### config.mk
export PLATFORM = sky130hd
export DESIGN_NAME = lsm_energy_manager
export DESIGN_NICKNAME = d
export VERILOG_FILES = /design/src/lsm_pkg.sv /design/src/lsm_sync.sv /design/src/lsm_tick.sv /design/src/lsm_energy_manager.sv
export SDC_FILE = /design/constraint.sdc
export NUM_CORES = 1
export LEC_CHECK = 0
export ABC_AREA = 1
export BUFFER_PORTS_ARGS = -buffer_cell sky130_fd_sc_hd__buf_2
export CORE_MARGIN = 8
export CORE_UTILIZATION = 65
export DETAILED_ROUTE_END_ITERATION = 8
export HOLD_SLACK_MARGIN = 0.12
export PLACE_DENSITY = 0.86
export SKIP_CTS_REPAIR_TIMING = 1
export SLEW_MARGIN = 20
export SYNTH_ARGS = -nofsm -noshare
export SYNTH_HDL_FRONTEND = slang
export SYNTH_SLANG_ARGS = --single-unit
### constraint.sdc
create_clock -name ref_clk -period 20.4 [get_ports ref_clk]
set_input_delay 1.02 -clock ref_clk [delete_from_list [all_inputs] [get_ports ref_clk]]
set_output_delay 1.02 -clock ref_clk [all_outputs]
set_load 0.02 [all_outputs]
### src/lsm_pkg.sv
// constants, types and shedding table for the load shed energy manager
// What this block does
// - 240 V 50 A service disables management and closes all six relays.
// - Otherwise shed loads while current exceeds the active shore or generator limit.
// - Generator limit is 45 A gas or 60 A diesel, set by installer.
// - After power comes up, all loads stay off for two minutes.
// - Load meter shows rotating segments during the start-up delay.
// - After the delay, loads switch on one at a time, one second apart.
// - Line plus generator sense: generator mode, managed, current shown, indicators lit.
// - Generator sense overrides every other source indication except absence of both lines.
// - Line present without generator or 240 V sense means 30 A shore, managed.
// - 20 A shore is chosen only by a press of service select or a write of the press bit in the control register.
// - 240 V mode blanks the meter and lights 50 A and power indicators.
// - First overload turns off the first load of the shedding order.
// - Each shed stores the current drop as that load's learned value.
// - Keep shedding in order until at or under limit or all six are off.
// - Learned value is overwritten at every shed of that load.
// - Restore last shed load only with headroom at least its learned value.
// - A shed load stays off at least two minutes.
// - Six relay outputs: one to four line loads, five and six low voltage.
// - Generator rating jumper fitted gives 45 A, absent gives 60 A.
// - Fresh shore power always starts in 30 A mode.
// - Another press in 20 A mode returns to 30 A mode.
// - Three jumpers pick one of eight fixed relay shedding sequences.
package lsm_pkg;
   localparam int unsigned CLK_HZ = 200_000_000;
   localparam int unsigned TICK_MS = 100;
   localparam int unsigned TICK_CYCLES = CLK_HZ / 1000 * TICK_MS;
   localparam int unsigned STARTUP_S = 120;
   localparam int unsigned STEP_S = 1;
   localparam int unsigned HOLD_S = 120;
   localparam int unsigned TICKS_PER_S = 1000 / TICK_MS;
   localparam logic [10:0] STARTUP_TICKS = 11'(STARTUP_S * TICKS_PER_S);
   localparam logic [10:0] STEP_TICKS = 11'(STEP_S * TICKS_PER_S);
   localparam logic [10:0] HOLD_TICKS = 11'(HOLD_S * TICKS_PER_S);
   localparam logic [7:0] LIMIT_SHORE30 = 8'h1E;
   localparam logic [7:0] LIMIT_SHORE20 = 8'h14;
   localparam logic [7:0] LIMIT_GAS = 8'h2D;
   localparam logic [7:0] LIMIT_DIESEL = 8'h3C;
   localparam int unsigned NUM_LOADS = 6;
   localparam logic [2:0] LAST_POS = 3'h5;
   localparam logic [2:0] ALL_SHED = 3'h6;
   localparam logic [5:0] ALL_ON = 6'h3F;
   localparam logic [5:0] REG_STATUS = 6'h00;
   localparam logic [5:0] REG_CURRENT = 6'h04;
   localparam logic [5:0] REG_CONTROL = 6'h08;
   localparam logic [5:0] REG_LEARN0 = 6'h0C;
   localparam logic [5:0] REG_LEARN5 = 6'h20;
   localparam int unsigned ST_MODE_LSB = 8;
   localparam int unsigned ST_STATE_LSB = 12;
   localparam int unsigned ST_SHED_LSB = 16;
   localparam int unsigned ST_LOW_BIT = 20;
   localparam int unsigned CUR_LIMIT_LSB = 8;
   localparam int unsigned CTL_PRESS_BIT = 0;
   typedef enum logic [2:0] {
      MODE_NONE = 3'b000,
      MODE_GEN = 3'b001,
      MODE_SHORE30 = 3'b010,
      MODE_SHORE20 = 3'b011,
      MODE_FULL240 = 3'b100
   } lsm_mode_e;
   typedef enum logic [2:0] {
      ST_OFF = 3'b000,
      ST_STARTUP = 3'b001,
      ST_RAMP = 3'b010,
      ST_RUN = 3'b011,
      ST_SETTLE = 3'b100,
      ST_FULL = 3'b101
   } lsm_state_e;
   // relay index (0 based) shed at position pos for jumper column col
   function automatic logic [2:0] shed_relay(input logic [2:0] col, input logic [2:0] pos);
      logic [17:0] seq;
      case (col)
         3'h0: seq = {3'h0, 3'h1, 3'h2, 3'h3, 3'h4, 3'h5};
         3'h1: seq = {3'h0, 3'h1, 3'h2, 3'h4, 3'h5, 3'h3};
         3'h2: seq = {3'h0, 3'h1, 3'h4, 3'h5, 3'h2, 3'h3};
         3'h3: seq = {3'h0, 3'h4, 3'h5, 3'h1, 3'h2, 3'h3};
         3'h4: seq = {3'h4, 3'h5, 3'h0, 3'h1, 3'h2, 3'h3};
         3'h5: seq = {3'h0, 3'h1, 3'h2, 3'h4, 3'h3, 3'h5};
         3'h6: seq = {3'h0, 3'h1, 3'h4, 3'h2, 3'h5, 3'h3};
         default: seq = {3'h0, 3'h4, 3'h1, 3'h5, 3'h2, 3'h3};
      endcase
      shed_relay = seq[pos * 3 +: 3];
   endfunction
endpackage

### src/lsm_sync.sv
// two flip-flop synchroniser for pin inputs
`timescale 1ns/1ps
module lsm_sync #(
   parameter int unsigned W = 1
) (
   input wire logic ref_clk,
   input wire logic reset,
   input wire logic [W-1:0] pin_in,
   output logic [W-1:0] pin_sync
);
   logic [W-1:0] meta;
   always_ff @(posedge ref_clk or posedge reset) begin
      if (reset) begin
         meta <= '0;
         pin_sync <= '0;
      end else begin
         meta <= pin_in;
         pin_sync <= meta;
      end
   end
endmodule

### src/lsm_tick.sv
// divider giving the slow decision tick as a one-cycle enable
`timescale 1ns/1ps
module lsm_tick #(
   parameter int unsigned PERIOD = 2
) (
   input wire logic ref_clk,
   input wire logic reset,
   output logic tick
);
   logic [31:0] count;
   logic [31:0] next_count;
   logic next_tick;
   always_comb begin
      next_tick = 1'b0;
      next_count = count + 32'h1;
      if (count >= 32'(PERIOD - 1)) begin
         next_count = '0;
         next_tick = 1'b1;
      end
   end
   always_ff @(posedge ref_clk or posedge reset) begin
      if (reset) begin
         count <= '0;
         tick <= 1'b0;
      end else begin
         count <= next_count;
         tick <= next_tick;
      end
   end
endmodule

### src/lsm_energy_manager.sv
// load shed energy manager with source detection, start-up and avalon registers
`timescale 1ns/1ps
module lsm_energy_manager #(
   parameter int unsigned TICK_CYCLES = lsm_pkg::TICK_CYCLES
) (
   input wire logic ref_clk,
   input wire logic reset,
   input wire logic line_one_present,
   input wire logic line_two_present,
   input wire logic service_240_sense,
   input wire logic generator_run_sense,
   input wire logic generator_rating_jumper,
   input wire logic shed_order_select_a,
   input wire logic shed_order_select_b,
   input wire logic shed_order_select_c,
   input wire logic service_select_button,
   input wire logic [7:0] current_sample,
   input wire logic current_valid,
   input wire logic [5:0] avs_address,
   input wire logic avs_read,
   input wire logic avs_write,
   input wire logic [31:0] avs_writedata,
   input wire logic [3:0] avs_byteenable,
   output logic [31:0] avs_readdata,
   output logic avs_waitrequest,
   output logic [5:0] relay_drive,
   output logic [7:0] meter_value,
   output logic meter_blank,
   output logic meter_rotate,
   output logic ind_generator,
   output logic ind_service_50a,
   output logic ind_service_30_20a,
   output logic [5:0] power_status
);
   logic [8:0] pins_sync;
   logic l1, l2, s240, gen_run, gen_fitted, sel_a, sel_b, sel_c, button;
   logic tick;
   lsm_sync #(.W(9)) u_sync (
      .ref_clk(ref_clk),
      .reset(reset),
      .pin_in({service_select_button, shed_order_select_c, shed_order_select_b,
         shed_order_select_a, generator_rating_jumper, generator_run_sense,
         service_240_sense, line_two_present, line_one_present}),
      .pin_sync(pins_sync)
   );
   assign {button, sel_c, sel_b, sel_a, gen_fitted, gen_run, s240, l2, l1} = pins_sync;
   lsm_tick #(.PERIOD(TICK_CYCLES)) u_tick (
      .ref_clk(ref_clk),
      .reset(reset),
      .tick(tick)
   );

   // control state
   lsm_pkg::lsm_state_e state, next_state;
   logic low_thr, next_low_thr;
   logic button_q;
   logic [10:0] timer, next_timer;
   logic [2:0] ramp_pos, next_ramp_pos;
   logic [2:0] shed_count, next_shed_count;
   logic [2:0] act_idx, next_act_idx;
   logic act_shed, next_act_shed;
   logic [5:0] relay, next_relay;
   logic [7:0] pre_cur, next_pre_cur;
   logic [7:0] cur, next_cur;
   logic [7:0] learned [0:5];
   logic [7:0] next_learned [0:5];
   logic [10:0] hold [0:5];
   logic [10:0] next_hold [0:5];
   lsm_pkg::lsm_mode_e mode;
   logic [7:0] limit;
   logic [2:0] col, shed_idx, last_idx;
   logic press, sw_press, over, under, shed_go, restore_go;
   logic [7:0] headroom;

   // source detection, generator first
   always_comb begin
      if (!l1 && !l2) begin
         mode = lsm_pkg::MODE_NONE;
      end else if (gen_run) begin
         mode = lsm_pkg::MODE_GEN;
      end else if (s240) begin
         mode = lsm_pkg::MODE_FULL240;
      end else if (low_thr) begin
         mode = lsm_pkg::MODE_SHORE20;
      end else begin
         mode = lsm_pkg::MODE_SHORE30;
      end
   end

   always_comb begin
      case (mode)
         lsm_pkg::MODE_GEN: limit = gen_fitted ? lsm_pkg::LIMIT_GAS
            : lsm_pkg::LIMIT_DIESEL;
         lsm_pkg::MODE_SHORE20: limit = lsm_pkg::LIMIT_SHORE20;
         default: limit = lsm_pkg::LIMIT_SHORE30;
      endcase
   end

   assign col = {~sel_a, ~sel_b, ~sel_c};
   assign shed_idx = lsm_pkg::shed_relay(col, shed_count);
   assign last_idx = lsm_pkg::shed_relay(col, shed_count - 3'h1);
   assign press = button & ~button_q;
   assign over = cur > limit;
   assign under = cur < limit;
   assign headroom = limit - cur;
   assign shed_go = (state == lsm_pkg::ST_RUN) && (mode != lsm_pkg::MODE_FULL240) && tick
      && over && (mode != lsm_pkg::MODE_NONE) && (shed_count < lsm_pkg::ALL_SHED);
   assign restore_go = (state == lsm_pkg::ST_RUN) && (mode != lsm_pkg::MODE_FULL240) && tick
      && !over && under && (shed_count != 3'h0) && (headroom >= learned[last_idx])
      && (mode != lsm_pkg::MODE_NONE) && (hold[last_idx] == 11'h0);

   always_comb begin
      next_state = state;
      next_timer = timer;
      next_ramp_pos = ramp_pos;
      next_shed_count = shed_count;
      next_act_idx = act_idx;
      next_act_shed = act_shed;
      next_relay = relay;
      next_pre_cur = pre_cur;
      next_cur = current_valid ? current_sample : cur;
      next_low_thr = low_thr;
      for (int i = 0; i < lsm_pkg::NUM_LOADS; i++) begin
         next_learned[i] = learned[i];
         next_hold[i] = (tick && hold[i] != 11'h0) ? hold[i] - 11'h1 : hold[i];
      end
      if (mode == lsm_pkg::MODE_NONE) begin
         next_low_thr = 1'b0;
      end else if ((press || sw_press) && (mode == lsm_pkg::MODE_SHORE30
            || mode == lsm_pkg::MODE_SHORE20)) begin
         next_low_thr = ~low_thr;
      end
      case (state)
         lsm_pkg::ST_OFF: begin
            next_relay = '0;
            next_shed_count = '0;
            if (mode != lsm_pkg::MODE_NONE) begin
               next_state = lsm_pkg::ST_STARTUP;
               next_timer = lsm_pkg::STARTUP_TICKS;
            end
         end
         lsm_pkg::ST_STARTUP: begin
            next_relay = '0;
            if (tick) begin
               next_timer = timer - 11'h1;
               if (timer <= 11'h1) begin
                  next_relay[0] = 1'b1;
                  next_ramp_pos = 3'h1;
                  next_timer = lsm_pkg::STEP_TICKS;
                  next_state = lsm_pkg::ST_RAMP;
               end
            end
         end
         lsm_pkg::ST_RAMP: begin
            if (tick) begin
               next_timer = timer - 11'h1;
               if (timer <= 11'h1) begin
                  next_relay[ramp_pos] = 1'b1;
                  next_ramp_pos = ramp_pos + 3'h1;
                  next_timer = lsm_pkg::STEP_TICKS;
                  if (ramp_pos == lsm_pkg::LAST_POS) begin
                     next_state = lsm_pkg::ST_RUN;
                  end
               end
            end
         end
         lsm_pkg::ST_RUN: begin
            if (mode == lsm_pkg::MODE_FULL240) begin
               next_relay = lsm_pkg::ALL_ON;
               next_shed_count = '0;
               next_state = lsm_pkg::ST_FULL;
            end else if (shed_go) begin
               next_relay[shed_idx] = 1'b0;
               next_pre_cur = cur;
               next_act_idx = shed_idx;
               next_act_shed = 1'b1;
               next_hold[shed_idx] = lsm_pkg::HOLD_TICKS;
               next_shed_count = shed_count + 3'h1;
               next_timer = lsm_pkg::STEP_TICKS;
               next_state = lsm_pkg::ST_SETTLE;
            end else if (restore_go) begin
               next_relay[last_idx] = 1'b1;
               next_act_idx = last_idx;
               next_act_shed = 1'b0;
               next_shed_count = shed_count - 3'h1;
               next_timer = lsm_pkg::STEP_TICKS;
               next_state = lsm_pkg::ST_SETTLE;
            end
         end
         lsm_pkg::ST_SETTLE: begin
            if (tick) begin
               next_timer = timer - 11'h1;
               if (timer <= 11'h1) begin
                  if (act_shed) begin
                     next_learned[act_idx] = (pre_cur > cur) ? pre_cur - cur
                        : 8'h00;
                  end
                  next_state = lsm_pkg::ST_RUN;
               end
            end
         end
         lsm_pkg::ST_FULL: begin
            next_relay = lsm_pkg::ALL_ON;
            next_shed_count = '0;
            if (mode != lsm_pkg::MODE_FULL240) begin
               next_state = lsm_pkg::ST_RUN;
            end
         end
         default: begin
            next_state = lsm_pkg::ST_OFF;
         end
      endcase
      if (mode == lsm_pkg::MODE_NONE) begin
         next_state = lsm_pkg::ST_OFF;
         next_relay = '0;
      end
   end

   always_ff @(posedge ref_clk or posedge reset) begin
      if (reset) begin
         state <= lsm_pkg::ST_OFF;
         timer <= '0;
         ramp_pos <= '0;
         shed_count <= '0;
         act_idx <= '0;
         act_shed <= 1'b0;
         relay <= '0;
         pre_cur <= '0;
         cur <= '0;
         low_thr <= 1'b0;
         button_q <= 1'b0;
         for (int i = 0; i < lsm_pkg::NUM_LOADS; i++) begin
            learned[i] <= '0;
            hold[i] <= '0;
         end
      end else begin
         state <= next_state;
         timer <= next_timer;
         ramp_pos <= next_ramp_pos;
         shed_count <= next_shed_count;
         act_idx <= next_act_idx;
         act_shed <= next_act_shed;
         relay <= next_relay;
         pre_cur <= next_pre_cur;
         cur <= next_cur;
         low_thr <= next_low_thr;
         button_q <= button;
         for (int i = 0; i < lsm_pkg::NUM_LOADS; i++) begin
            learned[i] <= next_learned[i];
            hold[i] <= next_hold[i];
         end
      end
   end

   // outputs and indications
   assign relay_drive = relay;
   assign meter_value = cur;
   assign meter_rotate = (state == lsm_pkg::ST_STARTUP);
   assign meter_blank = (mode == lsm_pkg::MODE_FULL240);
   assign ind_generator = (mode == lsm_pkg::MODE_GEN);
   assign ind_service_50a = (mode == lsm_pkg::MODE_FULL240);
   assign ind_service_30_20a = (mode == lsm_pkg::MODE_SHORE30);
   assign power_status = (mode == lsm_pkg::MODE_GEN || mode == lsm_pkg::MODE_FULL240)
      ? lsm_pkg::ALL_ON : relay;

   // avalon slave: one wait state per access
   logic ack, next_ack;
   logic [31:0] rdata, next_rdata;
   logic [2:0] learn_sel;
   assign learn_sel = 3'((avs_address - lsm_pkg::REG_LEARN0) >> 2);
   assign avs_waitrequest = (avs_read || avs_write) && !ack;
   assign avs_readdata = rdata;
   assign sw_press = avs_write && ack && (avs_address == lsm_pkg::REG_CONTROL)
      && avs_byteenable[0] && avs_writedata[lsm_pkg::CTL_PRESS_BIT];

   always_comb begin
      next_ack = (avs_read || avs_write) && !ack;
      next_rdata = rdata;
      if (avs_read && !ack) begin
         next_rdata = '0;
         if (avs_address == lsm_pkg::REG_STATUS) begin
            next_rdata[5:0] = relay;
            next_rdata[lsm_pkg::ST_MODE_LSB +: 3] = mode;
            next_rdata[lsm_pkg::ST_STATE_LSB +: 3] = state;
            next_rdata[lsm_pkg::ST_SHED_LSB +: 3] = shed_count;
            next_rdata[lsm_pkg::ST_LOW_BIT] = low_thr;
         end else if (avs_address == lsm_pkg::REG_CURRENT) begin
            next_rdata[7:0] = cur;
            next_rdata[lsm_pkg::CUR_LIMIT_LSB +: 8] = limit;
         end else if (avs_address >= lsm_pkg::REG_LEARN0
               && avs_address <= lsm_pkg::REG_LEARN5 && avs_address[1:0] == 2'h0) begin
            next_rdata[7:0] = learned[learn_sel];
         end
      end
   end

   always_ff @(posedge ref_clk or posedge reset) begin
      if (reset) begin
         ack <= 1'b0;
         rdata <= '0;
      end else begin
         ack <= next_ack;
         rdata <= next_rdata;
      end
   end

   // checks
   property p_full_all_on;
      @(posedge ref_clk) disable iff (reset)
      (state == lsm_pkg::ST_FULL) |-> (relay_drive == lsm_pkg::ALL_ON
         && (meter_blank || !$stable(mode)));
   endproperty
   a_full_all_on: assert property (p_full_all_on)
      else $error("240 V mode with a relay open");
   property p_startup_off;
      @(posedge ref_clk) disable iff (reset)
      (state == lsm_pkg::ST_STARTUP) |-> (relay_drive == 6'h00 && meter_rotate);
   endproperty
   a_startup_off: assert property (p_startup_off)
      else $error("load on during start-up delay");
   property p_shed_cause;
      @(posedge ref_clk) disable iff (reset)
      shed_go |=> (state == lsm_pkg::ST_SETTLE) && act_shed
         && ($countones(relay_drive) == $countones($past(relay_drive)) - 1);
   endproperty
   a_shed_cause: assert property (p_shed_cause)
      else $error("shed did not open exactly one relay");
   property p_shed_needs_over;
      @(posedge ref_clk) disable iff (reset)
      ($fell(act_shed) || (act_shed && $changed(act_idx))) || !(state == lsm_pkg::ST_SETTLE
         && $past(state) == lsm_pkg::ST_RUN && act_shed) || $past(over);
   endproperty
   a_shed_needs_over: assert property (p_shed_needs_over)
      else $error("shed without overload");
   property p_restore_hold;
      @(posedge ref_clk) disable iff (reset)
      (state == lsm_pkg::ST_SETTLE && $past(state) == lsm_pkg::ST_RUN && !act_shed)
         |-> (hold[act_idx] == 11'h0) && ($past(headroom) >= learned[act_idx])
         && relay_drive[act_idx];
   endproperty
   a_restore_hold: assert property (p_restore_hold)
      else $error("restore without headroom or before hold ended");
   property p_learn;
      @(posedge ref_clk) disable iff (reset)
      (state == lsm_pkg::ST_SETTLE && act_shed && tick && timer <= 11'h1 && pre_cur > cur)
         |=> (learned[$past(act_idx)] == $past(pre_cur) - $past(cur));
   endproperty
   a_learn: assert property (p_learn)
      else $error("learned current not the measured drop");
   property p_gen_limit;
      @(posedge ref_clk) disable iff (reset)
      (gen_run && (l1 || l2)) |-> ind_generator && power_status == lsm_pkg::ALL_ON
         && (limit == (gen_fitted ? lsm_pkg::LIMIT_GAS : lsm_pkg::LIMIT_DIESEL));
   endproperty
   a_gen_limit: assert property (p_gen_limit)
      else $error("generator mode or limit wrong");
   property p_ramp_step;
      @(posedge ref_clk) disable iff (reset)
      (state == lsm_pkg::ST_RAMP && $changed(relay_drive))
         |-> $countones(relay_drive) == $countones($past(relay_drive)) + 1;
   endproperty
   a_ramp_step: assert property (p_ramp_step)
      else $error("ramp closed more than one relay");
   property p_count_bound;
      @(posedge ref_clk) disable iff (reset)
      shed_count <= lsm_pkg::ALL_SHED;
   endproperty
   a_count_bound: assert property (p_count_bound)
      else $error("shed count beyond six");
endmodule

==> results_dict.tcl, run 1 <==
set metrics [dict create \
    outcome "complete, no violations" \
    hold_violations 0 \
    cp_data_required_time_ns 20.87 \
    clkLatencyLatePin_ns 0.53 \
    critical_path_class "flop to flop" \
    cts-buffers-inserted 25 \
    p_per_area_nw_per_um2 131 \
    layout_common_cells "nand2_1 (416), dfrtp_1 (233), inv_1 (215)" \
    cp_cell_sequence "inv_2, ha_1, nor2_1, nand3_2, nand2_4, inv_1, nor2_1, inv_1, o2111ai_1, ha_1, o21ai_0, a21oi_1, o21ai_0, nand2_1, a21oi_1, o21ai_0, nand3_2, nand4_1, nand3_1, nand2_1, nand2_1" \
    drc 0 \
    timing.fmax_mhz 184 \
    grt_pass1_vias 11700 \
    routed-via-count 12200 \
    vdd_drop_max_mv 0.0788 \
    critical_path_depth 21 \
    post-route-util_pct 72.8 \
    routed_via_density 5.83 \
    coreArea_um2 20200 \
    period_share_pct 26.7 \
    die_x_um 159 \
    fin_area_um2 14700 \
    port_buffers 74 \
    detailed_place.area_um2 13900 \
    r2r_slack_ns 14.96 \
    cp_max_fo 43 \
    final_common_cell "nand2_1" \
    firstDrtPassIters 5 \
    power_switching_share_pct 42.5 \
    dieArea_um2 25400 \
    reg2reg_depth 21 \
    drive_above_1_share_pct 9.62 \
    antenna_cells 0 \
    rr_startpoint "shed_count[0]" \
    async_flop_share_pct 100 \
    yosysUniqueCellTypes 52 \
    dieHeight_um 159 \
    yosysSeqAreaShare_pct 43.6 \
    rsz0062_at_grt "no" \
    setup.worst_path.end_class "flop" \
    drtIter0Drc 1129 \
    ant_nets 0 \
    area_delta_synth_final_pct 10.3 \
    wl_per_cell_um 16.2 \
    yosysWarningCount 0 \
    dp_hpwl_um 24400 \
    worstMarginPinSlew_ns 0.960 \
    stdcell_count 2099 \
    drv_slew 0 \
    gp_congestion 0.957 \
    grt_first_pass_wirelength_um 56700 \
    synth-seq-cells 233 \
    synth_enable_flop_cells 0 \
    maxCapViolCount 0 \
    slowest_delay_ns 0.64 \
    dpl.cell_count 2055 \
    gr-usage-all-layers_pct 26.4 \
    nNetsFinal 1922 \
    cts_root_buf "clkbuf_16" \
    worstSetupStartpoint "shed_count[0]" \
    drt-total-wl_um 34000 \
    cp_top_family "simple AND/OR/NAND/NOR gates" \
    whs_ns 0.343 \
    fillCellCount 1547 \
    htree_levels 1 \
    syn_area_um2 13400 \
    r2r-end "relay_drive[1]" \
    netSwitchingPower_mw 0.818 \
    num_io_pins 122 \
    netlist_instances 1736 \
    crit_slowest_cell "dfrtp_1" \
    power_frac_seq_pct 35.2 \
    ys_dominant_reg_cell "dfrtp_1" \
    overflow 0 \
    start_util_pct 66.0 \
    multi_input_area_um2 6460 \
    tns_ns 0 \
    num_rows 52 \
    power_leakage_nw 7.27 \
    hold_class "flop to flop" \
    cp-start-kind "flop" \
    cts_sinks 233 \
    worst_slack_ns 14.96 \
    combPwrFrac_pct 41.0 \
    grt_max_degree 90 \
    pwr-share-clk_pct 23.8 \
    fin_total_pwr_mw 1.93 \
    critical_path_buf_inv_count 3 \
    min_period_ns 5.44 \
    synth_area_per_cell_um2 7.70 \
    skew_ns 0.0109 \
    regArea_um2 5830 \
    intPower_mw 1.11 \
    slew_headroom_pct 36.0 \
    antenna_found_initial 0 \
    setup_viol 0 \
    path_clk_slew_ns 0.06 \
    endpoint "relay_drive[1]" \
    crit_arrival_ns 5.91 \
    min_delay_path_depth 0 \
    cts_tree "built" \
    clockBufferDepth 3 \
    pre_cts_ws_ns 15.19 \
]
-- power by group through the flow --
stage                     Clock (mW)  Sequential, mW  Combinational, mW
after floorplan                    0           0.659              0.599
after CTS                      0.464           0.674              0.777
after global routing           0.483           0.690              0.887
after detailed placement           0           0.679              0.766
final                          0.458           0.677              0.790
after global placement             0           0.676              0.742
-- flip-flops by register name, indices dropped and copies added (netlist names) --
name,cells
low_thr,1
ack,1
u_tick.count,32
hold,66
act_idx,3
state,3
ramp_pos,3
u_sync.meta,9
shed_count,3
u_sync.pin_sync,9
meter_value,8
relay_drive,6
pre_cur,8
u_tick.tick,1
timer,11
learned,48
act_shed,1
avs_readdata,19
button_q,1
-- routing by layer --
layer / wire (µm) / vias up / part of all wire (%) / GRT usage, %
met2: 15700 / 577 / 46 / 43.3
met3: 2970 / 120 / 8.7 / 5.79
met5: 0 / - / 0 / 0
met4: 1490 / 0 / 4.4 / 12.5
li1: - / 5769 / - / -
met1: 13900 / 5770 / 41 / 32.8
-- layout make-up --
| type | instances | share of cell area [%] |
|---|---|---|
| Timing Repair Buffer | 81 | 2.87 |
| Clock inverter | 7 | 0.620 |
| Tap cell | 270 | 2.29 |
| Multi-Input combinational cell | 1246 | 43.9 |
| Sequential cell | 233 | 39.6 |
| Clock buffer | 37 | 5.03 |
| Inverter | 225 | 5.78 |
-- kinds of logic after synthesis --
| kind of cell | share of synthesized area [%] |
|---|---|
| simple gates | 26.9 |
| flops | 43.6 |
| buf+inv | 8.52 |
| compound gates | 12.2 |
| xor+xnor | 4.33 |
| other cells | 0.0281 |
| fa+ha+maj | 4.42 |
-- how the worst min path moves through the flow --
| stage | from | endpoint | slack, ns |
|---|---|---|---|
| final | u_sync.meta[0] | u_sync.pin_sync[0] | 0.34 |
| after global routing | u_sync.meta[6] | u_sync.pin_sync[6] | 0.36 |
| after detailed placement | u_sync.meta[8] | u_sync.pin_sync[8] | 0.34 |
| after floorplan | u_sync.meta[0] | u_sync.pin_sync[0] | 0.33 |
| after CTS | u_sync.meta[0] | u_sync.pin_sync[0] | 0.35 |
| after global placement | u_sync.meta[1] | u_sync.pin_sync[1] | 0.33 |
-- Yosys cell counts, drive strengths merged, types with 6 or more instances --
library cell,count,share of area (%)
nor2,204,6.0
xor2,48,3.1
a22oi,6,0.34
xnor2,18,1.2
nand4,28,1.3
buf,29,1.6
a21oi,77,2.9
nand3b,6,0.34
nor3b,7,0.39
o21ai,141,5.3
ha,44,4.1
or2,15,0.70
nand3,91,3.6
clkbuf,22,0.62
inv,223,6.3
dfrtp,233,44
nor4,11,0.52
a221oi,9,0.59
nor3,41,1.8
nand2,423,12
o211ai,10,0.56
Power figures use the tool's default switching activity.
==> inputs of run 2 (changes only) <==
--- a/config.mk
+++ b/config.mk
@@ -5,13 +5,13 @@
 export SDC_FILE = /design/constraint.sdc
 export NUM_CORES = 1
 export LEC_CHECK = 0
-export ABC_AREA = 1
+export ABC_AREA = 0
 export BUFFER_PORTS_ARGS = -buffer_cell sky130_fd_sc_hd__buf_2
 export CORE_MARGIN = 8
-export CORE_UTILIZATION = 65
+export CORE_UTILIZATION = 54
 export DETAILED_ROUTE_END_ITERATION = 8
 export HOLD_SLACK_MARGIN = 0.12
-export PLACE_DENSITY = 0.86
+export PLACE_DENSITY = 0.76
 export SKIP_CTS_REPAIR_TIMING = 1
 export SLEW_MARGIN = 20
 export SYNTH_ARGS = -nofsm -noshare
==> constraint.sdc (replaced) <==
create_clock -name ref_clk -period 4.55 [get_ports ref_clk]
set_input_delay 0.2275 -clock ref_clk [delete_from_list [all_inputs] [get_ports ref_clk]]
set_output_delay 0.2275 -clock ref_clk [all_outputs]
set_load 0.02 [all_outputs]
==> results_dict.tcl, run 2 <==
set metrics [dict create \
    min_delay_path_depth 2 \
    synth_enable_flop_cells 0 \
    grt_first_pass_wirelength_um 51600 \
    pwr-share-clk_pct 23.8 \
    num_rows 57 \
    routed_via_density 5.79 \
    tns_ns 0 \
    skew_ns 0.0129 \
    netSwitchingPower_mw 3.26 \
    top_register "hold" \
    cp_cell_sequence "inv_1, ha_2, inv_1, or3_4, a32o_2, buf_12, mux2i_1, o22ai_1, a21oi_1, ha_1, o21a_1, o22ai_1, a211o_1, a211o_1, a2111o_1, a31o_1, or4_1, nand2_1" \
    power_switching_share_pct 38.9 \
    cp-start-kind "flop" \
    min_period_ns 4.39 \
    synth_area_leader_cell "dfrtp_1" \
    start_util_pct 54.5 \
    grt_pass1_vias 10300 \
    synth-seq-cells 233 \
    firstDrtPassIters 5 \
    worstMarginPinSlew_ns 0.988 \
    yosysUniqueCellTypes 79 \
    yosysTopAreaCellShare_pct 44.4 \
    dieArea_um2 29600 \
    cts-buffers-inserted 25 \
    antenna_found_initial 0 \
    period_share_pct 96.5 \
    yosysWarningCount 0 \
    clkLatencyLatePin_ns 0.53 \
    rsz0062_at_grt "no" \
    synth.area.top_cells "dfrtp_1 (44%), nand2_1 (5.3%), o21ai_0 (5.0%)" \
    critical_path_class "flop to flop" \
    dieHeight_um 172 \
    cts_sinks 233 \
    overflow 0 \
    largest_reg_flops 66 \
    routed-via-count 11000 \
    coreArea_um2 24100 \
    area_delta_synth_final_pct 15.1 \
    num_io_pins 122 \
    yosysMostFrequentCell "dfrtp_1" \
    intPower_mw 5.13 \
    layout_common_cells "dfrtp_1 (233), nand2_1 (185), nor2_1 (132)" \
    gr-usage-all-layers_pct 21.4 \
    final_common_cell "dfrtp_1" \
    slowest_delay_ns 0.40 \
    reg.largest.list "hold (66), learned (48), u_tick.count (32)" \
    syn_area_um2 13100 \
    wl_per_cell_um 17.1 \
    vdd_drop_max_mv 0.420 \
    setup.worst_path.end_class "flop" \
    cts_tree "built" \
    ys_dominant_reg_cell "dfrtp_1" \
    htree_levels 1 \
    p_per_area_nw_per_um2 555 \
    synth_area_per_cell_um2 9.11 \
    hold_violations 0 \
    netlist_instances 1442 \
    stdcell_count 1902 \
    drv_slew 0 \
    crit_arrival_ns 4.86 \
    crit_slowest_cell "or4_1" \
    path_clk_slew_ns 0.06 \
    die_x_um 172 \
    cp_max_fo 12 \
    critical_path_buf_inv_count 3 \
    cp_data_required_time_ns 5.02 \
    nNetsFinal 1670 \
    power_leakage_nw 6.66 \
    dp_hpwl_um 23100 \
    clockBufferDepth 3 \
    async_flop_share_pct 100 \
    setup_viol 0 \
    drtIter0Drc 995 \
    reg2reg_depth 18 \
    dpl.cell_count 1831 \
    slew_headroom_pct 33.7 \
    drive_above_1_share_pct 12.5 \
    netlist_top_cells_count "dfrtp_1 (233), nand2_1 (185), nor2_1 (132), o21ai_0 (132), a21oi_1 (54)" \
    maxCapViolCount 0 \
    drt-total-wl_um 32500 \
    port_buffers 74 \
    power_frac_seq_pct 35.7 \
    cp_top_family "compound AO/OA/AOI/OAI gates" \
    outcome "complete, no violations" \
    drc 0 \
    grt_max_degree 139 \
    hold_class "primary input to flop" \
    fillCellCount 2008 \
    antenna_cells 0 \
    ant_nets 0 \
    yosysSeqAreaShare_pct 44.4 \
    gp_congestion 0.883 \
    cts_root_buf "clkbuf_16" \
    timing.fmax_mhz 228 \
    combPwrFrac_pct 40.5 \
    critical_path_depth 18 \
]
[run 2: cell types whose count changed after synthesis, sizes merged, moves of 18 or more]
cell and delta:
a21oi -23, clkbuf +31, inv -169, mux2i +31
nand2 -238, nand2b +29, nand3 -55, nor2 -72
nor2b +24, o31ai +18, or3 +21, xnor2 +34
[run 2: path summary, 6_finish.rpt]
kind | start | to | slack, ns
min in group asynchronous | reset | hold[39] | 0.33
setup / recovery | shed_count[1] | state[1] | 0.16
max in group asynchronous | reset | learned[27] | 2.97
hold / removal | current_valid | meter_value[7] | 0.09
hold reg to reg | u_sync.meta[0] | u_sync.pin_sync[0] | 0.34
setup reg to reg | shed_count[1] | state[1] | 0.16
[run 2: cells by family after synthesis]
group	count (synthesis)	synth area share [%]
buffers and inverters	134	4.49
XOR/XNOR	86	5.79
flip-flops	233	44.4
multiplexers	48	4.53
other	1	0.0285
AND/OR/NAND/NOR	552	19.8
adder cells (fa/ha/maj)	48	4.65
AO/OA/AOI/OAI	340	16.3
[run 2: power by group through the flow]
stage / combinational [mW] / sequential [mW] / clock [mW]
floorplan: 2.46 / 2.91 / 0
global placement: 3.21 / 2.99 / 0
detailed placement: 3.32 / 3.01 / 0
CTS: 3.34 / 2.99 / 2.03
global route: 3.76 / 3.07 / 2.11
finish: 3.40 / 3.00 / 2.00
[run 2: metal layers]
metal | global-route usage [%] | up-vias | share of wire [%]
li1 | - | 5290 | -
met1 | 29.3 | 5297 | 44
met2 | 34.4 | 354 | 46
met3 | 3.26 | 70 | 7.3
met4 | 6.71 | 0 | 2.7
met5 | 0 | - | 0
[run 2: cell type report]
class                   count  area [µm²]  share of cell area (%)
clock inverters             7        66.3                   0.439
flip-flops and latches    233        5830                    38.6
well taps                 324         405                    2.68
inverters                  54         206                    1.37
clock buffers              38         744                    4.92
repair buffers            152        1050                    6.92
multi-input cells        1094        6820                    45.1
[run 2: through the flow]
| step | hold slack, ns | util (%) | setup WS (ns) | total power, mW | area [µm²] |
|---|---|---|---|---|---|
| 2_1_floorplan | 0.259 | - | 0.0380 | 5.37 | 13200 |
| 3_3_place_gp | 0.335 | 58.2 | 0.0978 | 6.20 | 14000 |
| 3_5_place_dp | 0.336 | 58.2 | 0.0377 | 6.33 | 14000 |
| 4_1_cts | -0.216 | 61.5 | 0.0247 | 8.35 | 14800 |
| 5_1_grt | 0.128 | 62.7 | 0.00382 | 8.94 | 15100 |
| 6_report | 0.0911 | 62.7 | 0.160 | 8.39 | 15100 |
